File: src/shared/tcu_pkg.sv
package tcu_pkg;
   localparam logic [7:0] TCU_BOTTOM      = 8'h00;
   localparam logic [7:0] TCU_MAX         = 8'hff;
   localparam logic [7:0] TCU_COUNT_RST   = 8'h00;
   localparam logic [7:0] TCU_CMP_RST     = 8'h00;
   localparam logic [2:0] TCU_CS_STOP     = 3'h0;
   localparam logic [2:0] TCU_CS_DIV1     = 3'h1;
   localparam logic [2:0] TCU_CS_DIV8     = 3'h2;
   localparam logic [2:0] TCU_CS_DIV64    = 3'h3;
   localparam logic [2:0] TCU_CS_DIV256   = 3'h4;
   localparam logic [2:0] TCU_CS_DIV1024  = 3'h5;
   localparam logic [2:0] TCU_CS_EXT_FALL = 3'h6;
   localparam logic [9:0] TCU_PRE_RST     = 10'h000;
   localparam int         TCU_PRE_WIDTH   = 10;
   typedef enum logic [1:0] {
      TCU_WG_NORMAL,
      TCU_WG_PHASE,
      TCU_WG_CTC,
      TCU_WG_FAST
   } tcu_wg_type;
   localparam logic [1:0] TCU_COM_OFF    = 2'h0;
   localparam logic [1:0] TCU_COM_TOGGLE = 2'h1;
   localparam logic [1:0] TCU_COM_CLEAR  = 2'h2;
   localparam logic [1:0] TCU_COM_SET    = 2'h3;
endpackage : tcu_pkg

File: src/shared/tcu_tick_if.sv
`timescale 1ns/100ps
interface tcu_tick_if;
   logic tick;
   modport src (output tick);
   modport dst (input  tick);
endinterface : tcu_tick_if

File: src/hw/tcu_tick_gen.sv
`timescale 1ns/100ps
module tcu_tick_gen
   import tcu_pkg::*;
(
   input  wire logic   core_clk,
   input  wire logic   reset,
   input  wire logic   clk_en,
   input  wire logic [2:0] clock_select_field,
   input  wire logic   external_count_input,
   tcu_tick_if.src     tk
);
   logic [TCU_PRE_WIDTH-1:0] pre_q;
   logic ext_s1_q, ext_s2_q, ext_s3_q, tick_q;
   logic ext_rise, ext_fall, tick_d;

   assign ext_rise = ext_s2_q & ~ext_s3_q;
   assign ext_fall = ~ext_s2_q & ext_s3_q;
   // Tick source follows the select code; code zero stops the timer.
   always_comb begin
      unique case (clock_select_field)
         TCU_CS_STOP:     tick_d = 1'b0;
         TCU_CS_DIV1:     tick_d = 1'b1;
         TCU_CS_DIV8:     tick_d = &pre_q[2:0];
         TCU_CS_DIV64:    tick_d = &pre_q[5:0];
         TCU_CS_DIV256:   tick_d = &pre_q[7:0];
         TCU_CS_DIV1024:  tick_d = &pre_q[9:0];
         TCU_CS_EXT_FALL: tick_d = ext_fall;
         default:         tick_d = ext_rise;
      endcase
   end

   always_ff @(posedge core_clk) begin
      if (reset) begin
         pre_q    <= TCU_PRE_RST;
         ext_s1_q <= 1'b0;
         ext_s2_q <= 1'b0;
         ext_s3_q <= 1'b0;
         tick_q   <= 1'b0;
      end else if (clk_en) begin
         pre_q    <= pre_q + 1'b1;
         ext_s1_q <= external_count_input;
         ext_s2_q <= ext_s1_q;
         ext_s3_q <= ext_s2_q;
         tick_q   <= tick_d;
      end
   end
   assign tk.tick = tick_q & clk_en;
endmodule : tcu_tick_gen

File: src/hw/tcu_timer.sv
`timescale 1ns/100ps
module tcu_timer
   import tcu_pkg::*;
(
   input  wire logic       core_clk,
   input  wire logic       reset,
   input  wire logic       clk_en,
   input  wire logic [2:0] clock_select_field,
   input  wire logic [1:0] waveform_mode_field,
   input  wire logic [1:0] compare_output_mode_field,
   input  wire logic       external_count_input,
   input  wire logic       count_wr,
   input  wire logic [7:0] count_wdata,
   input  wire logic       compare_wr,
   input  wire logic [7:0] compare_wdata,
   input  wire logic       force_compare_strobe,
   input  wire logic       flag_wr,
   input  wire logic [1:0] flag_wdata,
   input  wire logic       overflow_int_enable,
   input  wire logic       compare_interrupt_enable,
   input  wire logic       global_int_enable,
   input  wire logic       overflow_int_ack,
   input  wire logic       compare_int_ack,
   output logic [7:0]      count_value,
   output logic [7:0]      compare_value,
   output logic [1:0]      timer_flag_register,
   output logic [1:0]      timer_mask_register,
   output logic            overflow_int_req,
   output logic            compare_int_req,
   output logic            compare_output
);
   tcu_tick_if tk ();
   tcu_wg_type wg;
   logic [7:0] cnt_q, cnt_d, act_q, act_d, buf_q, buf_d, top;
   logic       down_q, down_d, blk_q, blk_d;
   logic       ovf_q, ovf_d, ocf_q, ocf_d, oc_q, oc_d;
   logic       ovf_req_q, cmp_req_q;
   logic       tick, pwm, at_top, at_bottom, match, match_ok, upd_pt, ovf_ev;

   tcu_tick_gen u_tick (
      .core_clk             (core_clk),
      .reset                (reset),
      .clk_en               (clk_en),
      .clock_select_field   (clock_select_field),
      .external_count_input (external_count_input),
      .tk                   (tk.src)
   );

   assign tick      = tk.tick;
   assign wg        = tcu_wg_type'(waveform_mode_field);
   assign pwm       = (wg == TCU_WG_PHASE) || (wg == TCU_WG_FAST);
   assign top       = (wg == TCU_WG_CTC) ? act_q : TCU_MAX;
   assign at_top    = (cnt_q == top);
   assign at_bottom = (cnt_q == TCU_BOTTOM);
   assign match     = (cnt_q == act_q);
   assign match_ok  = tick && match && !blk_q;
   assign upd_pt    = (wg == TCU_WG_PHASE) ? (cnt_q == TCU_MAX) : at_top;

   // Next count, direction and overflow event per mode.
   always_comb begin
      cnt_d  = cnt_q;
      down_d = down_q;
      ovf_ev = 1'b0;
      if (tick) begin
         unique case (wg)
            TCU_WG_NORMAL: begin
               cnt_d  = cnt_q + 8'h01;
               ovf_ev = (cnt_q == TCU_MAX);
            end
            TCU_WG_CTC: begin
               cnt_d  = match ? TCU_BOTTOM : cnt_q + 8'h01;
               ovf_ev = (cnt_q == TCU_MAX);
            end
            TCU_WG_FAST: begin
               cnt_d  = at_top ? TCU_BOTTOM : cnt_q + 8'h01;
               ovf_ev = at_top;
            end
            TCU_WG_PHASE: begin
               if (!down_q && cnt_q == TCU_MAX) begin
                  down_d = 1'b1;
                  cnt_d  = cnt_q - 8'h01;
               end else if (down_q && at_bottom) begin
                  down_d = 1'b0;
                  cnt_d  = cnt_q + 8'h01;
                  ovf_ev = 1'b1;
               end else begin
                  cnt_d  = down_q ? cnt_q - 8'h01 : cnt_q + 8'h01;
               end
            end
         endcase
      end
      if (count_wr) begin
         cnt_d = count_wdata;
      end
   end

   // Blocking lasts until the first tick after a count write.
   assign blk_d = count_wr ? 1'b1 : (tick ? 1'b0 : blk_q);

   // Compare register path: buffer in PWM, direct otherwise.
   assign buf_d = compare_wr ? compare_wdata : (pwm ? buf_q : act_q);
   always_comb begin
      act_d = act_q;
      if (!pwm) begin
         if (compare_wr) begin
            act_d = compare_wdata;
         end
      end else if (tick && upd_pt) begin
         act_d = buf_q;
      end
   end

   // Output register; mode changes leave it untouched.
   always_comb begin
      oc_d = oc_q;
      if (!pwm && (match_ok || force_compare_strobe)) begin
         unique case (compare_output_mode_field)
            TCU_COM_OFF:    oc_d = oc_q;
            TCU_COM_TOGGLE: oc_d = ~oc_q;
            TCU_COM_CLEAR:  oc_d = 1'b0;
            TCU_COM_SET:    oc_d = 1'b1;
         endcase
      end else if (pwm && compare_output_mode_field[1]) begin
         if (wg == TCU_WG_FAST) begin
            if (match_ok && act_q != TCU_MAX) begin
               oc_d = compare_output_mode_field[0];
            end else if (tick && at_top) begin
               oc_d = ~compare_output_mode_field[0];
            end
         end else if (match_ok) begin
            oc_d = compare_output_mode_field[0] ^ down_q;
         end else if (tick && at_bottom && act_q == TCU_MAX) begin
            oc_d = compare_output_mode_field[0];
         end
      end
   end

   // Sticky flags: set wins over a clear in the same cycle.
   assign ovf_d = ovf_ev ||
                  (ovf_q && !(flag_wr && flag_wdata[0]) && !overflow_int_ack);
   assign ocf_d = match_ok ||
                  (ocf_q && !(flag_wr && flag_wdata[1]) && !compare_int_ack);

   always_ff @(posedge core_clk) begin
      if (reset) begin
         cnt_q      <= TCU_COUNT_RST;
         act_q      <= TCU_CMP_RST;
         buf_q      <= TCU_CMP_RST;
         down_q     <= 1'b0;
         blk_q      <= 1'b0;
         ovf_q      <= 1'b0;
         ocf_q      <= 1'b0;
         oc_q       <= 1'b0;
         ovf_req_q  <= 1'b0;
         cmp_req_q  <= 1'b0;
      end else if (clk_en) begin
         cnt_q      <= cnt_d;
         act_q      <= act_d;
         buf_q      <= buf_d;
         down_q     <= (wg == TCU_WG_PHASE) ? down_d : 1'b0;
         blk_q      <= blk_d;
         ovf_q      <= ovf_d;
         ocf_q      <= ocf_d;
         oc_q       <= oc_d;
         ovf_req_q  <= ovf_d && overflow_int_enable && global_int_enable;
         cmp_req_q  <= ocf_d && compare_interrupt_enable && global_int_enable;
      end
   end

   // Reads show the buffer in PWM modes and the active value otherwise.
   logic [7:0] cmp_rd_q;
   logic [1:0] mask_q;
   always_ff @(posedge core_clk) begin
      if (reset) begin
         cmp_rd_q <= TCU_CMP_RST;
         mask_q   <= 2'h0;
      end else if (clk_en) begin
         cmp_rd_q <= pwm ? buf_d : act_d;
         mask_q   <= {compare_interrupt_enable, overflow_int_enable};
      end
   end

   assign count_value         = cnt_q;
   assign compare_value       = cmp_rd_q;
   assign timer_flag_register = {ocf_q, ovf_q};
   assign timer_mask_register = mask_q;
   assign overflow_int_req    = ovf_req_q;
   assign compare_int_req     = cmp_req_q;
   assign compare_output      = oc_q;
endmodule : tcu_timer

File: config.mk
export PLATFORM = sky130hd
export DESIGN_NAME = tcu_timer
export DESIGN_NICKNAME = d
export VERILOG_FILES = /design/src/shared/tcu_pkg.sv /design/src/shared/tcu_tick_if.sv /design/src/hw/tcu_tick_gen.sv /design/src/hw/tcu_timer.sv
export SDC_FILE = /design/constraint.sdc
export NUM_CORES = 1
export LEC_CHECK = 0
export ABC_AREA = 1
export BUFFER_PORTS_ARGS = -buffer_cell sky130_fd_sc_hd__buf_2
export CAP_MARGIN = 20
export CORE_ASPECT_RATIO = 0.8
export CORE_MARGIN = 2
export CORE_UTILIZATION = 55
export CTS_CLUSTER_SIZE = 12
export DETAILED_ROUTE_END_ITERATION = 10
export PLACE_DENSITY = 0.75
export SYNTH_ARGS = -nofsm -noshare
export SYNTH_HDL_FRONTEND = slang
export SYNTH_HIERARCHICAL = 1
export SYNTH_SLANG_ARGS = --single-unit
File: constraint.sdc
create_clock -name core_clk -period 1.87 [get_ports core_clk]
set_input_delay 0.2805 -clock core_clk [delete_from_list [all_inputs] [get_ports core_clk]]
set_output_delay 0.2805 -clock core_clk [all_outputs]
set_load 0.005 [all_outputs]
==> results.toml, run 1 <==
[global_route]
antenna_found_initial = 0
groute.usage.overall_pct = 25.3
grt_pass1_vias = 3438
overflow = 0
grt_max_degree = 31
grt_pass1_wl_mm = 15.4

[timing]
slew_headroom_pct = 70.7
setup_violations = 0
max_freq_ghz = 0.565
finalSetupTns_ns = 0
drv_slew = 0
rsz0062_at_grt = "yes"
timing.final.crit_share_pct = 94.6
final_hold_viol_count = 0
skew_ns = 0.00979
tightest_slew_ns = 0.439
fin_crit_ns = 1.77
hold_ws_ns = 0.172

[power]
clkPwrFrac_pct = 26.7
cellPowerDensity_nw_per_um2 = 604
pwr-share-comb_pct = 25.0
p_sw_share_pct = 33.9
pwr-share-seq_pct = 48.3
p_int_mw = 1.78
p_sw_mw = 0.912
leakagePower_nw = 2.17
peakVddDrop_v = 0.000453

[floorplanning]
core_um2 = 6510
die_h_um = 77.9
rows = 26
initial_core_util_pct = 57.8
die_x_um = 96.4
num_io_pins = 61
die-area_um2 = 7520

[clocking]
numCtsBuffers = 5
cts_root_buffer = "clkbuf_8"
h-tree-depth = 2
clk_pin_slew_ns = 0.11
clock_path_buffers = 2
cts_tree = "done"
cts_sinks = 55
ctsHoldBuffers = 0
clock_latency_ns = 0.32

[place]
gp_congestion = 0.946
dp_hpwl_mm = 7.09
portBuffers = 60

[logic_synthesis]
yosys_warnings = 6
synth-xor-area-share_pct = 3.73
synth_compound_area_share_pct = 18.6
synthMuxAreaShare_pct = 0
ys_top_cells_by_count = "169 x nand2_1, 62 x inv_1, 57 x nor2_1"
netlist.area_leader.share_pct = 29.3
synth_top_family_by_area = "simple AND/OR/NAND/NOR gates"
ys_top_cells_by_area = "dfxtp_1 29%, nand2_1 17%, o21ai_0 6.4%, inv_1 6.2%, nor2_1 5.7%"
ys_seq_area_share_pct = 29.3
ys_seq_elements = 55
synth_edf_count = 0
syn_nets = 637
async_flop_share_pct = 0
synth-simple-area-share_pct = 35.6
synth_cell_type_count = 43
ys.flop_type = "dfxtp_1"
syn_area_per_cell_um2 = 6.33
yosys.area.top_type = "dfxtp_1"
syn_inst = 594
netlist_area_um2 = 3760
yosysMostFrequentCell = "nand2_1"
synth-adder-area-share_pct = 1.66

[setup_path]
worstPathMaxFanout = 6
crit_path_start_kind = "register"
cp-end-kind = "register"
r2r_cells = 13
setup.worst_path.start = "count_value[1]"
cp_data_arrival_time_ns = 2.03
critPathKind = "register to register"
crit_end = "count_value[2]"
cp.required_ns = 2.13
r2r_slack_ns = 0.10
r2r_end = "count_value[2]"
timing.rr.start = "count_value[1]"

[flow_run]
cap_viol_max_count = 0

[detailed_routing]
drt_first_pass_iters = 5
antenna_left = 0
drtIter0Drc = 237
avgRoutedWirePerCell_um = 12.8
num_vias = 4049
totalWireLength_mm = 9.59
drc_errors = 0
via_per_inst = 5.38

[layout]
final_layout_size_suffix_gt1_share_pct = 25.9
seq_area_um2 = 1130
nets = 710
antenna-diode-count = 0
area_delta_synth_final_pct = 18.7
nFillCells = 629
multi_input_area_um2 = 2300

[run_status]
status = "finished, final reports clean"

[worst_hold_path]
hold_class = "primary input to register"
min_from = "external_count_input"
-- registers in the layout, indices dropped and copies added, names as in the netlist --
register / cells
act_q: 8
blk_q: 1
buf_q: 8
compare_int_req: 1
compare_output: 1
compare_value: 8
count_value: 8
down_q: 1
ocf_q: 1
overflow_int_req: 1
ovf_q: 1
timer_mask_register: 2
u_tick/ext_s1_q: 1
u_tick/ext_s2_q: 1
u_tick/ext_s3_q: 1
u_tick/pre_q: 10
u_tick/tick_q: 1
-- what timing repair did --
| action | 4_1_cts | 5_1_grt |
|---|---|---|
| hold endpoints to repair | 0 | 0 |
| setup endpoints to repair | 15 | 18 |
| resized for setup | 5 | 30 |
| setup buffers | 0 | 9 |
| pin swaps | 0 | 8 |
-- placed cells by master (no fill, tap or decap), types with 5 or more instances in the layout --
master / instances
buf_4: 30
xnor2_1: 6
o311ai_0: 5
dfxtp_1: 41
clkbuf_8: 5
o21ai_0: 48
nor2_1: 54
nor2_2: 8
nand3_1: 39
dfxtp_4: 5
o21ai_1: 7
inv_1: 62
dfxtp_2: 9
nor2_4: 5
a21oi_2: 14
buf_2: 60
xor2_1: 10
a21oi_1: 31
nand2_1: 167
inv_2: 10
a211oi_1: 6
-- logic make-up after synthesis --
family | Yosys count
adder cells (fa/ha/maj) | 5
XOR/XNOR | 16
buffers and inverters | 100
flip-flops | 55
AND/OR/NAND/NOR | 301
AO/OA/AOI/OAI | 117
-- power by group through the flow --
stage / Clock, mW / Combinational, mW / Sequential [mW]
6_report: 0.719 / 0.672 / 1.30
5_1_grt: 0.786 / 0.756 / 1.31
4_1_cts: 0.741 / 0.644 / 1.30
3_5_place_dp: 0 / 0.640 / 1.32
3_3_place_gp: 0 / 0.625 / 1.32
2_1_floorplan: 0 / 0.458 / 1.31
-- metal layers --
layer,vias up,global-route usage (%),share of wire (%)
met5,-,0,0
met4,0,6.90,1.0
met3,10,3.88,5.7
met2,126,42.2,47
met1,1868,33.8,47
li1,2045,-,-
-- final cells by class --
| class | count | share of cell area [%] |
|---|---|---|
| timing repair buffer | 91 | 12.0 |
| clock buffer | 5 | 1.54 |
| sequential | 55 | 25.4 |
| multi-input combinational | 439 | 51.6 |
| inverter | 75 | 6.54 |
| clock inverter | 3 | 0.617 |
| tap | 84 | 2.36 |
-- worst max-delay path: stages (launching register included) --
cell and delay, ns:
dfxtp_4 0.38, inv_2 0.10, ha_1 0.16, inv_1 0.05, nor2_2 0.11, and2_4 0.17
nor2_1 0.04, nor2_1 0.17, nand2_1 0.12, nand4_4 0.11, nand2_1 0.07, nand2_1 0.06
nand2_1 0.06, a21oi_2 0.10
-- per-stage QoR --
step	util, %	instance area (µm²)	power, mW	setup slack [ns]	cells
6_report	68.6	4460	2.69	0.101	752
5_1_grt	68.6	4460	2.85	-0.0441	752
4_1_cts	66.1	4300	2.68	0.00516	743
3_5_place_dp	64.5	4200	1.96	-0.0703	735
3_3_place_gp	64.5	4200	1.95	0.0421	735
2_1_floorplan	-	3760	1.77	0.115	594
-- how the worst min path moves through the flow --
stage / slack [ns] / cells past startpoint / to
floorplan: 0.35 / 1 / u_tick/pre_q[0]
global placement: 0.45 / 2 / timer_mask_register[1]
detailed placement: 0.45 / 2 / timer_mask_register[1]
CTS: 0.18 / 3 / u_tick/ext_s1_q
global route: 0.18 / 3 / u_tick/ext_s1_q
finish: 0.17 / 3 / u_tick/ext_s1_q
No activity file was read; power rests on OpenSTA's default activity.
==> inputs of run 2 (changes only) <==
--- a/config.mk
+++ b/config.mk
@@ -6,12 +6,12 @@
 export NUM_CORES = 1
 export LEC_CHECK = 0
 export ABC_AREA = 1
-export BUFFER_PORTS_ARGS = -buffer_cell sky130_fd_sc_hd__buf_2
+export BUFFER_PORTS_ARGS = -buffer_cell sky130_fd_sc_hd__clkbuf_2
 export CAP_MARGIN = 20
 export CORE_ASPECT_RATIO = 0.8
-export CORE_MARGIN = 2
+export CORE_MARGIN = 4
 export CORE_UTILIZATION = 55
-export CTS_CLUSTER_SIZE = 12
+export CTS_CLUSTER_SIZE = 16
 export DETAILED_ROUTE_END_ITERATION = 10
 export PLACE_DENSITY = 0.75
 export SYNTH_ARGS = -nofsm -noshare
==> run 2 against run 1 <==
Routed wire length grew 4.0%. Final cell count grew 0.66%. Worst hold slack gained 0.011 ns. Total power grew 4.8%. Clock power grew 13%. Count of clock-buffer cells in the layout grew 1. Die area grew 9.5%. Core utilization grew 1.1 points. Critical path type unchanged. Critical endpoint is now count_value[1]. Largest power group unchanged.
==> results.toml, run 2 (synthesis results as in run 1) <==
[setup_path]
critPathBufInv = 1
critPathMaxStageDelay_ns = 0.43
crit_path_start_kind = "register"
timing.rr.start = "act_q[3]"
cp.required_ns = 2.07
setup.worst_path.start = "act_q[3]"
cp_data_arrival_time_ns = 1.99
critPathTopFamily = "simple AND/OR/NAND/NOR gates"
cp_cell_sequence = "inv_1, nand2_1, nand2_1, nor2_1, nand2_1, o21ai_1, nand4_4, nand2_1, nand2_1, nand2_1, a21oi_2"
critPathKind = "register to register"
crit_path_top_delay_cell = "dfxtp_1"
worstPathMaxFanout = 6
cp-end-kind = "register"
cp_common_cell = "nand2_1"

[power]
total_power_mw = 2.82
peakVddDrop_v = 0.000322
leakagePower_nw = 2.20
cellPowerDensity_nw_per_um2 = 623

[floorplanning]
die-area_um2 = 8230
rows = 26
die_h_um = 81.9
core_um2 = 6510
die_x_um = 100
num_io_pins = 61
initial_core_util_pct = 57.8

[layout]
seq_area_um2 = 1130
nets = 715
final_layout_size_suffix_gt1_share_pct = 27.2
antenna-diode-count = 0
layout_commonest_cell = "nand2_1"
area_delta_synth_final_pct = 20.5
final_cell_mix = "164 x nand2_1, 62 x inv_1, 60 x clkbuf_2"
max_flop_register = "u_tick/pre_q"
final_util_pct = 69.6
multi_input_area_um2 = 2300
fin_area_um2 = 4530
largest_reg_flops = 10
nFillCells = 576

[worst_hold_path]
hold_class = "primary input to register"
min_from = "external_count_input"

[global_route]
grt_pass1_vias = 3613
grt_max_degree = 31
overflow = 0
antenna_found_initial = 0
groute.usage.overall_pct = 24.4
grt_pass1_wl_mm = 16.4

[clocking]
clock_path_buffers = 2
cts_sinks = 55
cts_tree = "done"
clk_pin_slew_ns = 0.10
clock_latency_ns = 0.31
ctsHoldBuffers = 0
cts_root_buffer = "clkbuf_8"
h-tree-depth = 2
numCtsBuffers = 5

[place]
place_area_um2 = 4260
portBuffers = 60
dp_hpwl_mm = 7.57
gp_congestion = 0.908

[timing]
tightest_slew_ns = 0.401
max_freq_ghz = 0.560
rsz0062_at_grt = "yes"
final_hold_viol_count = 0
skew_ns = 0.00488
fin_crit_ns = 1.79
drv_slew = 0
setup_violations = 0
slew_headroom_pct = 73.3
timing.final.crit_share_pct = 95.5

[flow_run]
cap_viol_max_count = 0

[detailed_routing]
drc_errors = 0
drt_first_pass_iters = 5
totalWireLength_mm = 9.97
num_vias = 4079
drtIter0Drc = 211
via_per_inst = 5.39
antenna_left = 0
avgRoutedWirePerCell_um = 13.2

[run_status]
status = "finished, final reports clean"
==> run 2: cell types whose count changed in the layout (fill, tap and decap cells not counted), moves of 3 or more <==
cell      previous run  this run
buf_4               30        35
nand2_1            167       164
nand3_2              4         8
buf_2               60         0
nand2_2              3         6
nand3_1             39        35
clkbuf_2             0        60
==> run 2: layer usage <==
layer | part of all wire, % | track usage [%] | wire length [µm] | up-vias
met5 | 0 | 0 | 0 | -
met4 | 1.6 | 6.59 | 164 | 0
met3 | 6.4 | 3.31 | 639 | 18
met2 | 46 | 39.9 | 4560 | 142
met1 | 46 | 33.7 | 4600 | 1858
li1 | - | - | - | 2061
==> run 2: repair_timing <==
action                     4_1_cts  5_1_grt
setup endpoints to repair        3       19
gates resized for setup          2       37
pin swaps                        0       12
setup buffers                    0        6
gates cloned                     0        0
==> run 2: power by group <==
part	internal (mW)	switching, mW
sequential	1.24	0.0615
combinational	0.284	0.422
clock	0.406	0.410
total	1.93	0.894
==> run 2: final cells by class <==
| cell class | count | share of cell area, % |
|---|---|---|
| tap | 84 | 2.32 |
| clock inverter | 2 | 0.856 |
| clock buffer | 6 | 1.60 |
| inverter | 75 | 6.49 |
| sequential | 55 | 25.0 |
| multi-input combinational | 439 | 50.9 |
| timing repair buffer | 96 | 12.9 |
==> run 2: final timing paths <==
kind                            slack, ns  cells after the start                to
worst min-delay path                 0.18                      3   u_tick/ext_s1_q
worst max register to register       0.08                     11    count_value[1]
worst max-delay path                 0.08                     11    count_value[1]
worst min register to register       0.47                      2  compare_value[2]
==> run 2: tightest hold or removal path, delay by kind of cell <==
family / cells / cell delay, ns
simple gates: 2 / 0.11
buf+inv: 1 / 0.08
==> run 2: metrics by stage <==
step	worst slack (ns)	std cells	hold WS (ns)	setup TNS (ns)
floorplan	0.115	594	0.353	0
detailed placement	-0.00684	743	0.456	-0.00684
finish	0.0832	757	0.183	0
global placement	0.0755	743	0.449	0
CTS	0.0207	751	0.177	0
global route	-0.0258	757	0.196	-0.123
==> inputs of run 3 (changes only) <==
--- a/config.mk
+++ b/config.mk
@@ -10,10 +10,10 @@
 export CAP_MARGIN = 20
 export CORE_ASPECT_RATIO = 0.8
 export CORE_MARGIN = 4
-export CORE_UTILIZATION = 55
+export CORE_UTILIZATION = 50
 export CTS_CLUSTER_SIZE = 16
 export DETAILED_ROUTE_END_ITERATION = 10
-export PLACE_DENSITY = 0.75
+export PLACE_DENSITY = 0.69
 export SYNTH_ARGS = -nofsm -noshare
 export SYNTH_HDL_FRONTEND = slang
 export SYNTH_HIERARCHICAL = 1
==> run 3 against run 2 <==
Clock power down 12%. Clock skew increased by 0.00055 ns. Final cell count increased by 2.2%. Register-to-register slack about the same. Sequential share of layout area decreased by 0.79 points. Highest routed layer unchanged. Sequential power barely moved. Worst setup slack lost 0.015 ns. Critical path depth rose by 1. Global-route usage shrank 1.2 points. Largest power group unchanged. Flip-flop and latch count is the same. Critical endpoint is now count_value[5]. Die area rose by 9.1%. Fmax shrank 0.81%. Critical path type unchanged.
==> results.toml, run 3 (synthesis results as in run 1) <==
[layout]
max_flop_register = "u_tick/pre_q"
multi_input_area_um2 = 2360
final_layout_size_suffix_gt1_share_pct = 30.7
nFillCells = 668
largest_reg_flops = 10
final_cell_mix = "158 x nand2_1, 62 x inv_1, 60 x clkbuf_2"
nets = 729
area_delta_synth_final_pct = 24.6
antenna-diode-count = 0
seq_area_um2 = 1130
layout_commonest_cell = "nand2_1"

[clocking]
clk_pin_slew_ns = 0.11
h-tree-depth = 2
cts_sinks = 55
cts_tree = "done"
clock_path_buffers = 2
clock_latency_ns = 0.32
numCtsBuffers = 5
cts_root_buffer = "clkbuf_8"

[power]
p_int_mw = 1.83
peakVddDrop_v = 0.000335
clkPwrFrac_pct = 25.9
pwr-share-comb_pct = 27.4
p_sw_mw = 0.952
total_power_mw = 2.78
leakagePower_nw = 2.27
pwr-share-seq_pct = 46.6
cellPowerDensity_nw_per_um2 = 594
p_sw_share_pct = 34.2

[detailed_routing]
totalWireLength_mm = 10.4
via_per_inst = 5.23
num_vias = 4051
avgRoutedWirePerCell_um = 13.4
antenna_left = 0
drtIter0Drc = 245
drt_first_pass_iters = 4
drc_errors = 0

[global_route]
groute.usage.overall_pct = 23.1
antenna_found_initial = 0
grt_max_degree = 31
grt_pass1_wl_mm = 17.5
grt_pass1_vias = 3742
overflow = 0

[setup_path]
crit_path_start_kind = "register"
critPathBufInv = 0
critPathTopFamily = "simple AND/OR/NAND/NOR gates"
cp-end-kind = "register"
critPathKind = "register to register"
crit_path_top_delay_cell = "dfxtp_4"
cp_data_arrival_time_ns = 2.02
cp_common_cell = "nand2_1"
cp_cell_sequence = "ha_4, nand2_2, nor2_8, nand3_4, nor2_4, nor2_2, nand2_2, nand4_4, nand2_1, nand2_1, nand2_1, a21oi_2"
worstPathMaxFanout = 6
cp.required_ns = 2.09
critPathMaxStageDelay_ns = 0.42

[timing]
max_freq_ghz = 0.555
slew_headroom_pct = 74.0
tightest_slew_ns = 0.389
timing.final.crit_share_pct = 96.3
setup_violations = 0
fin_ws_ns = 0.0686
drv_slew = 0
final_hold_viol_count = 0
skew_ns = 0.00543
fin_crit_ns = 1.80

[worst_hold_path]
hold_class = "primary input to register"

[run_status]
status = "finished, final reports clean"

[floorplanning]
die_h_um = 85.6
rows = 27
die-area_um2 = 8980
num_io_pins = 61
core_um2 = 7090
initial_core_util_pct = 53.0
die_x_um = 105

[place]
dpl_worst_slack_ns = -0.0397
dp_hpwl_mm = 7.68
portBuffers = 60
gp_congestion = 0.852

[flow_run]
cap_viol_max_count = 0
[run 3: changes by cell type in the layout (fill, tap and decap cells not counted), moves of 2 or more]
cell | previous run | this run
buf_4 | 35 | 48
nand2_1 | 164 | 158
nand2_2 | 6 | 12
o21ai_1 | 9 | 6
o21ai_2 | 0 | 3
dfxtp_2 | 10 | 8
ha_1 | 5 | 3
nor2_1 | 53 | 51
[run 3: power groups by stage]
stage	clock network [mW]	registers, mW	logic [mW]
after floorplan	0	1.31	0.458
after global placement	0	1.32	0.670
after detailed placement	0	1.32	0.678
after CTS	0.732	1.30	0.682
after global routing	0.798	1.31	0.857
final	0.721	1.30	0.763
[run 3: area by class of cell]
| type | instances | area share (%) |
|---|---|---|
| timing repair buffer | 110 | 14.8 |
| tap | 87 | 2.32 |
| sequential | 55 | 24.2 |
| clock inverter | 3 | 0.508 |
| inverter | 75 | 6.33 |
| multi-input combinational | 439 | 50.4 |
| clock buffer | 5 | 1.47 |
[run 3: path summary, 6_finish.rpt]
check / startpoint / to / slack [ns] / cells past startpoint
setup / recovery: count_value[1] / count_value[5] / 0.07 / 12
hold reg to reg: timer_mask_register[1] / timer_mask_register[1] / 0.47 / 2
hold / removal: external_count_input / u_tick/ext_s1_q / 0.19 / 3
setup reg to reg: count_value[1] / count_value[5] / 0.07 / 12
[run 3: timing repair]
action,in CTS,in global routing
setup buffers,0,18
pin swaps,0,26
hold buffers,0,0
gates resized for setup,2,55
gates cloned,0,0
endpoints found under the setup margin,11,18
[run 3: per-stage QoR]
stage / instance area, µm² / utilization, % / std cells / hold WS [ns] / TNS, ns
after CTS: 4370 / 61.6 / 756 / 0.188 / 0
after floorplan: 3760 / - / 594 / 0.353 / 0
after detailed placement: 4280 / 60.3 / 748 / 0.456 / -0.166
final: 4680 / 66.0 / 774 / 0.188 / 0
after global routing: 4680 / 66.0 / 774 / 0.190 / -0.155
after global placement: 4280 / 60.3 / 748 / 0.450 / 0
[run 3: metal layers]
layer / vias to the layer above / track usage [%] / routed length, µm
met5: - / 0 / 0
met4: 0 / 5.13 / 106
met3: 11 / 3.09 / 518
met2: 112 / 38.0 / 4730
met1: 1842 / 32.5 / 5020
li1: 2086 / - / -
[run 3: tightest hold or removal path, delay by kind of cell]
family / cells / cell delay (ns)
buffers and inverters: 1 / 0.07
and+or+nand+nor: 2 / 0.12
